**src/irr_regs.vh**
```
// Register map, field positions and reset values of the interrupt request router
`ifndef IRR_REGS_VH
`define IRR_REGS_VH

`define IRR_CTRL_ADDR 12'h000
`define IRR_ROUTE_ADDR 12'h004
`define IRR_PORTSEL_ADDR 12'h008
`define IRR_LINES_ADDR 12'h00C
`define IRR_STATUS_ADDR 12'h010
`define IRR_CLEAR_ADDR 12'h014
`define IRR_ENABLE_ADDR 12'h018
`define IRR_LEGACY_ADDR 12'h01C

`define IRR_CTRL_ADV_BIT 0
`define IRR_CTRL_MOUSE_BIT 1
`define IRR_CTRL_DISK0_BIT 2
`define IRR_CTRL_DISK1_BIT 3

`define IRR_CTRL_RESET 4'h0
`define IRR_ROUTE_RESET 32'h0000_0000
`define IRR_SERIAL_RESET 4'h4
`define IRR_PARALLEL_RESET 4'h7

`define IRR_STEER_MASK 16'hDEF8
`define IRR_IN_TIMER 0
`define IRR_IN_KBD 1
`define IRR_IN_CASCADE 2
`define IRR_IN_DISKETTE 6
`define IRR_IN_RTC 8
`define IRR_IN_MOUSE 12
`define IRR_IN_FPU 13
`define IRR_IN_DISK0 14
`define IRR_IN_DISK1 15
`define IRR_ADV_BASE 16

`endif

```
**src/irr_router.v**
```verilog
// Interrupt request router with APB register access
//
// Added by the designer: register access over APB and the placing of the registers.
`timescale 1ns/1ps
`default_nettype none
`include "irr_regs.vh"

module irr_router #(
  parameter LINES = 8,
  parameter LEG_INPUTS = 16,
  parameter ADV_INPUTS = 24
) (
  input wire pclk,
  input wire presetn,
  input wire psel,
  input wire penable,
  input wire pwrite,
  input wire [11:0] paddr,
  input wire [31:0] pwdata,
  output wire [31:0] prdata,
  output wire pready,
  output wire pslverr,
  input wire [3:0] slot1_int_n,
  input wire [3:0] slot2_int_n,
  input wire [3:0] slot3_int_n,
  input wire [3:0] slot4_int_n,
  input wire fw_int_n,
  input wire timer_req,
  input wire kbd_req,
  input wire cascade_req,
  input wire fpu_req,
  input wire mouse_req,
  input wire rtc_req,
  input wire diskette_req,
  input wire disk0_req,
  input wire disk1_req,
  input wire first_serial_port_req,
  input wire first_parallel_port_req,
  output wire routed_line_a_n,
  output wire routed_line_b_n,
  output wire routed_line_c_n,
  output wire routed_line_d_n,
  output wire routed_line_e_n,
  output wire routed_line_f_n,
  output wire routed_line_g_n,
  output wire routed_line_h_n,
  output reg [LEG_INPUTS-1:0] legacy_irq_q,
  output reg [ADV_INPUTS-1:0] adv_irq_q,
  output wire irq
);

  // ----------------------------------------
  // Routed lines, wired-OR of active-low pins
  // ----------------------------------------
  wire [LINES-1:0] line_n;
  wire [LINES-1:0] line_act;

  assign line_n[0] = slot3_int_n[3];
  assign line_n[1] = slot3_int_n[2];
  assign line_n[2] = fw_int_n & slot3_int_n[0] & slot4_int_n[1];
  assign line_n[3] = slot3_int_n[1] & slot4_int_n[0];
  assign line_n[4] = slot1_int_n[3] & slot2_int_n[2];
  assign line_n[5] = slot1_int_n[0] & slot2_int_n[1] & slot4_int_n[2];
  assign line_n[6] = slot1_int_n[1] & slot2_int_n[0] & slot4_int_n[3];
  assign line_n[7] = slot1_int_n[2] & slot2_int_n[3];

  assign line_act = ~line_n;

  assign routed_line_a_n = line_n[0];
  assign routed_line_b_n = line_n[1];
  assign routed_line_c_n = line_n[2];
  assign routed_line_d_n = line_n[3];
  assign routed_line_e_n = line_n[4];
  assign routed_line_f_n = line_n[5];
  assign routed_line_g_n = line_n[6];
  assign routed_line_h_n = line_n[7];

  // ----------------------------------------
  // Registers
  // ----------------------------------------
  reg [3:0] ctrl_q;
  reg [31:0] route_q;
  reg [3:0] serial_sel_q;
  reg [3:0] parallel_sel_q;
  reg [LINES-1:0] status_q;
  reg [LINES-1:0] status_d;
  reg [LINES-1:0] enable_q;
  reg [LINES-1:0] line_prev_q;

  wire adv_mode;
  wire wr_en;
  wire [LINES-1:0] clr_bits;
  wire [LINES-1:0] rise;

  assign adv_mode = ctrl_q[`IRR_CTRL_ADV_BIT];
  assign wr_en = psel & penable & pwrite;

  // ----------------------------------------
  // Register writes
  // ----------------------------------------
  always @(posedge pclk or negedge presetn)
  begin
    if (!presetn)
    begin
      ctrl_q <= `IRR_CTRL_RESET;
      route_q <= `IRR_ROUTE_RESET;
      serial_sel_q <= `IRR_SERIAL_RESET;
      parallel_sel_q <= `IRR_PARALLEL_RESET;
      enable_q <= 8'h00;
    end
    else if (wr_en)
    begin
      if (paddr == `IRR_CTRL_ADDR)
        ctrl_q <= pwdata[3:0];
      else if (paddr == `IRR_ROUTE_ADDR)
        route_q <= pwdata;
      else if (paddr == `IRR_PORTSEL_ADDR)
      begin
        serial_sel_q <= pwdata[3:0];
        parallel_sel_q <= pwdata[7:4];
      end
      else if (paddr == `IRR_ENABLE_ADDR)
        enable_q <= pwdata[LINES-1:0];
    end
  end

  // ----------------------------------------
  // Event status, set wins over clear
  // ----------------------------------------
  assign clr_bits = (wr_en && paddr == `IRR_CLEAR_ADDR) ? pwdata[LINES-1:0] : 8'h00;
  assign rise = line_act & ~line_prev_q;

  always @*
  begin
    status_d = (status_q & ~clr_bits) | rise;
  end

  always @(posedge pclk or negedge presetn)
  begin
    if (!presetn)
    begin
      status_q <= 8'h00;
      line_prev_q <= 8'h00;
    end
    else
    begin
      status_q <= status_d;
      line_prev_q <= line_act;
    end
  end

  assign irq = |(status_q & enable_q);

  // ----------------------------------------
  // Legacy steering
  // ----------------------------------------
  wire [LEG_INPUTS-1:0] avail;
  wire [LEG_INPUTS-1:0] fixed;
  wire [LEG_INPUTS-1:0] steered;
  wire [LEG_INPUTS-1:0] serial_hot;
  wire [LEG_INPUTS-1:0] parallel_hot;

  assign avail = `IRR_STEER_MASK
    & ~({15'h0000, ctrl_q[`IRR_CTRL_MOUSE_BIT]} << `IRR_IN_MOUSE)
    & ~({15'h0000, ctrl_q[`IRR_CTRL_DISK0_BIT]} << `IRR_IN_DISK0)
    & ~({15'h0000, ctrl_q[`IRR_CTRL_DISK1_BIT]} << `IRR_IN_DISK1);

  assign serial_hot = (16'h0001 << serial_sel_q) & `IRR_STEER_MASK;
  assign parallel_hot = (16'h0001 << parallel_sel_q) & `IRR_STEER_MASK;

  genvar gi;
  generate
    for (gi = 0; gi < LEG_INPUTS; gi = gi + 1)
    begin : g_steer
      wire [LINES-1:0] hit;
      genvar gl;
      for (gl = 0; gl < LINES; gl = gl + 1)
      begin : g_line
        assign hit[gl] = line_act[gl] && (route_q[gl*4 +: 4] == gi);
      end
      assign steered[gi] = avail[gi] & (|hit);
    end
  endgenerate

  assign fixed[`IRR_IN_TIMER] = timer_req;
  assign fixed[`IRR_IN_KBD] = kbd_req;
  assign fixed[`IRR_IN_CASCADE] = cascade_req;
  assign fixed[3] = 1'b0;
  assign fixed[4] = 1'b0;
  assign fixed[5] = 1'b0;
  assign fixed[`IRR_IN_DISKETTE] = diskette_req;
  assign fixed[7] = 1'b0;
  assign fixed[`IRR_IN_RTC] = rtc_req;
  assign fixed[9] = 1'b0;
  assign fixed[10] = 1'b0;
  assign fixed[11] = 1'b0;
  assign fixed[`IRR_IN_MOUSE] = mouse_req & ctrl_q[`IRR_CTRL_MOUSE_BIT];
  assign fixed[`IRR_IN_FPU] = fpu_req;
  assign fixed[`IRR_IN_DISK0] = disk0_req & ctrl_q[`IRR_CTRL_DISK0_BIT];
  assign fixed[`IRR_IN_DISK1] = disk1_req & ctrl_q[`IRR_CTRL_DISK1_BIT];

  wire [LEG_INPUTS-1:0] ports;
  wire [LEG_INPUTS-1:0] low_inputs;

  assign ports = ({LEG_INPUTS{first_serial_port_req}} & serial_hot)
    | ({LEG_INPUTS{first_parallel_port_req}} & parallel_hot);
  assign low_inputs = fixed | ports;

  // ----------------------------------------
  // Controller next values
  // ----------------------------------------
  reg [LEG_INPUTS-1:0] legacy_irq_d;
  reg [ADV_INPUTS-1:0] adv_irq_d;

  always @*
  begin
    legacy_irq_d = {LEG_INPUTS{1'b0}};
    adv_irq_d = {ADV_INPUTS{1'b0}};
    if (adv_mode)
    begin
      adv_irq_d = {line_act, low_inputs};
    end
    else
    begin
      legacy_irq_d = low_inputs | steered;
    end
  end

  // ----------------------------------------
  // Controller outputs
  // ----------------------------------------
  always @(posedge pclk or negedge presetn)
  begin
    if (!presetn)
    begin
      legacy_irq_q <= {LEG_INPUTS{1'b0}};
      adv_irq_q <= {ADV_INPUTS{1'b0}};
    end
    else
    begin
      legacy_irq_q <= legacy_irq_d;
      adv_irq_q <= adv_irq_d;
    end
  end

  // ----------------------------------------
  // APB read and response
  // ----------------------------------------
  reg [31:0] rdata;
  reg mapped;
  reg [31:0] prdata_q;
  reg [31:0] prdata_d;

  always @*
  begin
    rdata = 32'h0000_0000;
    mapped = 1'b1;
    if (paddr == `IRR_CTRL_ADDR)
      rdata = {28'h0000000, ctrl_q};
    else if (paddr == `IRR_ROUTE_ADDR)
      rdata = route_q;
    else if (paddr == `IRR_PORTSEL_ADDR)
      rdata = {24'h000000, parallel_sel_q, serial_sel_q};
    else if (paddr == `IRR_LINES_ADDR)
      rdata = {24'h000000, line_act};
    else if (paddr == `IRR_STATUS_ADDR)
      rdata = {24'h000000, status_q};
    else if (paddr == `IRR_CLEAR_ADDR)
      rdata = 32'h0000_0000;
    else if (paddr == `IRR_ENABLE_ADDR)
      rdata = {24'h000000, enable_q};
    else if (paddr == `IRR_LEGACY_ADDR)
      rdata = {16'h0000, legacy_irq_q};
    else
      mapped = 1'b0;
  end

  // ----------------------------------------
  // Read data register
  // ----------------------------------------
  // Captured in the setup cycle so it stands through the access phase
  always @*
  begin
    prdata_d = prdata_q;
    if (psel && !penable && !pwrite)
      prdata_d = rdata;
    else if (!psel)
      prdata_d = 32'h0000_0000;
  end

  always @(posedge pclk or negedge presetn)
  begin
    if (!presetn)
      prdata_q <= 32'h0000_0000;
    else
      prdata_q <= prdata_d;
  end

  assign prdata = prdata_q;
  assign pready = 1'b1;
  assign pslverr = psel & penable & ~mapped;

endmodule // irr_router
`default_nettype wire

```
**config.mk**
```make
export PLATFORM = sky130hd
export DESIGN_NAME = irr_router
export DESIGN_NICKNAME = d
export VERILOG_FILES = /design/src/irr_router.v
export VERILOG_INCLUDE_DIRS = /design/src
export SDC_FILE = /design/constraint.sdc
export NUM_CORES = 1
export LEC_CHECK = 0
export ABC_CLOCK_PERIOD_IN_PS = 3100
export BUFFER_PORTS_ARGS = -buffer_cell sky130_fd_sc_hd__buf_2
export CAP_MARGIN = 5
export CELL_PAD_IN_SITES_DETAIL_PLACEMENT = 1
export CELL_PAD_IN_SITES_GLOBAL_PLACEMENT = 2
export CORE_ASPECT_RATIO = 1.25
export CORE_MARGIN = 2
export CORE_UTILIZATION = 36
export DETAILED_ROUTE_END_ITERATION = 8
export PLACE_DENSITY_LB_ADDON = 0.25
export SETUP_SLACK_MARGIN = 0.1
export SLEW_MARGIN = 20
export SYNTH_ARGS = -nofsm -noshare
export SYNTH_HDL_FRONTEND = slang
export SYNTH_SLANG_ARGS = --single-unit
```
**constraint.sdc**
```tcl
create_clock -name pclk -period 3.1 [get_ports pclk]
set_clock_uncertainty 0.15 [all_clocks]
set_input_delay 0.62 -clock pclk [delete_from_list [all_inputs] [get_ports pclk]]
set_output_delay 0.62 -clock pclk [all_outputs]
set_load 0.05 [all_outputs]
```
# ---- Word level (Yosys, flattened, before mapping)
# Index checks and enable logic that the tools add are counted.
dict set report word_totals {
  register_bits 140
  output_inout_bits 83
  wordCells 376
}
dict set report op_classes {
  n_bitwise 52
  reduce_logical 163
  shift 2
  eq_ne 128
  muxes 21
}
# cell count
set op_table {}
lappend op_table {{$eq 4x4->1 const B} 64}
lappend op_table {{$reduce_or 8->1} 17}
lappend op_table {{$logic_and 1x1->1} 131}
lappend op_table {{$eq 4x3->1 const B} 32}
lappend op_table {{$mux 32} 4}
lappend op_table {{$mux 16} 7}
lappend op_table {{$and 16x16->16} 4}
lappend op_table {{$eq 4x2->1 const B} 16}
lappend op_table {{$eq 12x5->1 const B} 4}
lappend op_table {{$or 16x16->16} 3}
lappend op_table {{$eq 4x1->1 const B} 8}
lappend op_table {{$logic_not 4->1} 8}
lappend op_table {{$shl 1x4->16 const A} 2}
lappend op_table {{$and 1x1->1} 31}
lappend op_table {{$and 8x8->8} 3}
lappend op_table {{$eq 12x4->1 const B} 2}
lappend op_table {{$mux 24} 1}
lappend op_table {{$not 8->8} 3}
lappend op_table {{$not 13->16} 1}
lappend op_table {{$not 15->16} 1}
lappend op_table {{$not 16->16} 1}
lappend op_table {{$eq 12x3->1 const B} 1}
lappend op_table {{$logic_not 12->1} 1}
lappend op_table {{$mux 1} 8}
lappend op_table {{other kinds (9)} 13}

# ---- Depth between registers and ports, before layout
dict set report logic_depth {
  ltp_word 11
  ltp_mapped 7
}

# ---- Worst setup path after synthesis
# No wires, ideal clock.
dict set report synth_timing {
  kind {input-to-output}
  startpoint {input port paddr[9]}
  endpoint {output port pslverr}
  path_slack_ps 489
  t_arrival_ps 1841
  path_buffers 0
  stages 4
  required_time_ps 2330
  path_cell_list {or4_4 nor3_2 inv_1 and3_1}
}
dict set report synth_between {
  elab_chain_cells 11
  word_cells_on_any_way 18
}
# item line
set synth_rtl {}
lappend synth_rtl {{start, declared} irr_router.v:18} ;# input wire [11:0] paddr,
lappend synth_rtl {{$eq 12x5->1 (no source line)} --}
lappend synth_rtl {{$mux 1} irr_router.v:272} ;# else if (paddr == `IRR_LEGACY_ADDR)
lappend synth_rtl {{$mux 1} irr_router.v:270} ;# else if (paddr == `IRR_ENABLE_ADDR)
lappend synth_rtl {{$mux 1} irr_router.v:268} ;# else if (paddr == `IRR_CLEAR_ADDR)
lappend synth_rtl {{$mux 1} irr_router.v:266} ;# else if (paddr == `IRR_STATUS_ADDR)
lappend synth_rtl {{$mux 1} irr_router.v:264} ;# else if (paddr == `IRR_LINES_ADDR)
lappend synth_rtl {{$mux 1} irr_router.v:262} ;# else if (paddr == `IRR_PORTSEL_ADDR)
lappend synth_rtl {{$mux 1} irr_router.v:260} ;# else if (paddr == `IRR_ROUTE_ADDR)
lappend synth_rtl {{$mux 1 (*)} irr_router.v:258} ;# if (paddr == `IRR_CTRL_ADDR)
lappend synth_rtl {{$not 1->1 (*)} irr_router.v:301} ;# assign pslverr = psel & penable & ~mapped;
lappend synth_rtl {{$and 1x1->1 (*)} irr_router.v:301}
lappend synth_rtl {{end, declared} irr_router.v:22} ;# output wire pslverr,
# Mark *: on every way between the ends. The rest lies on a longest branch, timed or not.

# ---- Final worst setup path
# Same ends and word-level chain as after synthesis.

==> flow_summary.yaml <==
worst_setup_path:
  path_max_fanout: 2
  worstSetupPathType: "input pin to primary output"
  cp_cell_sequence: "buf_2 -> or4_4 -> nor3_2 -> inv_1 -> and3_1 -> buf_2"
  startpoint_type: "input pin"
  cp_top_family: "simple AND/OR/NAND/NOR gates"
  cp_slowest_stage_delay_ns: 0.56
  arrival_ns: 1.98
  crit_required_ns: 2.33
  crit_buf_inv: 3
  crit_top_cell: "buf_2"
  cp-end-kind: "primary output"
  cpMaxStageDelayCell: "or4_4"
timing:
  drv_slew: 0
  final-setup-viol-count: 0
  worst_pin_slew_ns: 0.704
  rsz0062_at_grt: "false"
  period_minus_slack_ns: 2.75
  max_slew_margin_pct: 51.9
  finalHoldViolations: 0
  finalCritPeriodShare_pct: 88.9
  fin_tns_setup_ns: 0
  max_freq_mhz: 363
  timing.final.ws_setup_ns: 0.345
synthesis:
  synth_top_family_by_area: "simple AND/OR/NAND/NOR gates"
  yosysSeqAreaShare_pct: 51.3
  synth-simple-area-share_pct: 18.6
  syn_inst: 650
  synth.avg_cell_area_um2: 10.5
  synth_adder_area_share_pct: 0
  synth-edff-count: 0
  synth-async-reset-ratio_pct: 100
  synth_compound_area_share_pct: 16.7
  synth-xor-area-share_pct: 0
  muxShareOfSynthArea_pct: 8.51
  synth.distinct_cells: 58
  synthesis.nets: 727
  ys_ff_latch: 140
  synth_ff_type: "dfrtp_1"
  syn_area_um2: 6840
  yosys_warnings: 0
global_route:
  grt.met1_usage_pct: 30.5
  use_met3_pct: 4.19
  grt_first_pass_wirelength_mm: 38.3
  overflow: 0
  track_usage_pct: 25.4
  antenna_found_initial: 0
  grt_max_degree: 60
  grt_pass1_vias: 6331
  grtUsageMet2_pct: 45.6
  busiest_layer: "met2"
layout:
  final_cell_area_um2: 8430
  drive_gt1_share_pct: 32.0
  n_antenna_cell: 0
  syn_to_final_growth_pct: 23.3
  post-route-util_pct: 45.1
  num-fill-cells: 2106
  layout_commonest_cell: "buf_2"
  final_cell_mix: "buf_2 (157), dfrtp_1 (136), nand2_1 (58)"
  nets: 875
clock_tree:
  path_clk_slew_ns: 0.06
  tritoncts: "done"
  clock-sinks: 140
  ctsHoldBuffers: 0
  ctsResizeCount: 0
  numCtsBuffers: 17
  postCtsSetupRepairBufs: 0
  clkLatencyLatePin_ns: 0.42
  cts_max_level: 4
  cts_root_buf: "clkbuf_16"
  clk_path_buf_depth: 2
route:
  ant_nets: 0
  viasPerCell: 5.71
  remaining_drc_errors: 0
  vias: 5947
  wl_per_cell_um: 23.9
  wirelength_mm: 24.9
  drt_iter0_markers: 379
  first_pass_iters: 5
floorplan:
  core_area_um2: 18700
  start_util_pct: 36.6
  dieArea_um2: 20100
  die_x_um: 127
  rows: 56
  dieHeight_um: 158
  io_pins: 160
min_path:
  hp-class: "input pin to asynchronous set/reset pin"
power:
  p_per_area_nw_per_um2: 498
  p_total_mw: 4.20
  p_leak_nw: 3.99
  vdd_ir_drop_max_mv: 0.331
run_status:
  status: "completed"
placement:
  finalWeightedCongestion: 0.894
  hpwl_mm: 18.7
  placed_area_um2: 7840
  numPortBuffers: 158
  pre_cts_slack_ns: 0.350
flow_run:
  max_cap_violations: 0
==> Yosys cell counts, types with 3 or more instances <==
master     number  area (µm²)
dfstp_2         4         105
a221oi_1        6        52.6
mux2_1          4        45.0
nand3_1        19        95.1
mux2_2         21         236
o41ai_1         6        52.6
o21a_1          3        22.5
a22o_1         18         158
nor2b_1        23         144
nand4_1        10        62.6
nor4_1          7        43.8
nand2b_1       10        62.6
clkbuf_1       33         124
inv_1          22        82.6
and3_1         10        62.6
a221o_1         3        30.0
a21oi_1        17        85.1
nand3b_1       10        75.1
o32ai_1         6        52.6
o22ai_1        20         125
or3_1           3        18.8
nand2_1        58         218
nor2_1         21        78.8
a31oi_1        14        87.6
nor3_1         19        95.1
o2bb2ai_1       8        70.1
nor3b_1        10        75.1
buf_2           4        20.0
buf_4           4        30.0
a22oi_1        15         113
dfrtp_1       136        3400
mux2_4         20         300
and2_1         20         125
o21ai_0        29         145
a222oi_1        4        40.0
==> through the flow <==
stage | std cells | hold slack [ns]
2_1_floorplan | 650 | 0.174
3_3_place_gp | 1011 | 0.248
3_5_place_dp | 1011 | 0.256
4_1_cts | 1042 | 0.0179
5_1_grt | 1042 | 0.0412
6_report | 1042 | 0.0143
==> cells by family after synthesis <==
kind of cell,after synthesis
simple gates,232
compound gates,163
buf+inv,69
other cells,1
mux,45
flops,140
==> final cells by class <==
type                            instances  area [µm²]  share of cell area, %
Timing Repair Buffer                  176         957                   11.3
Inverter                               22        82.6                  0.979
Tap cell                              232         290                   3.44
Clock buffer                           20         447                   5.30
Clock inverter                         11         145                   1.72
Sequential cell                       140        3510                   41.6
Multi-Input combinational cell        441        3000                   35.6
==> flip-flops by register name, summed over array words and instances (netlist names) <==
| register | cells |
|---|---|
| prdata | 32 |
| route_q | 32 |
| adv_irq_q | 24 |
| legacy_irq_q | 16 |
| enable_q | 8 |
| line_prev_q | 8 |
| status_q | 8 |
| ctrl_q | 4 |
| parallel_sel_q | 4 |
| serial_sel_q | 4 |
==> worst paths after layout <==
check | slack, ns | startpoint | cells past startpoint | endpoint
max in group asynchronous | 2.00 | presetn | 2 | prdata[14]
min | 0.01 | presetn | 1 | legacy_irq_q[2]
max | 0.35 | paddr[9] | 6 | pslverr
max reg2reg | 1.02 | route_q[15] | 4 | legacy_irq_q[6]
min reg2reg | 0.26 | line_prev_q[2] | 1 | status_q[2]
min in group pclk | 0.26 | line_prev_q[2] | 1 | status_q[2]
==> layer usage <==
metal	vias up	wire length [µm]	part of all wire, %
met5	-	0	0
met4	0	800	3.2
met3	41	983	4.0
met2	178	13000	52
met1	3039	10100	40
li1	2689	-	-
==> power breakdown <==
part	switching (mW)	internal, mW
registers	0.00810	1.84
clock network	0.783	1.28
logic	0.201	0.0824
total	0.993	3.20
Note: power is estimated with default switching activity, not from simulation.
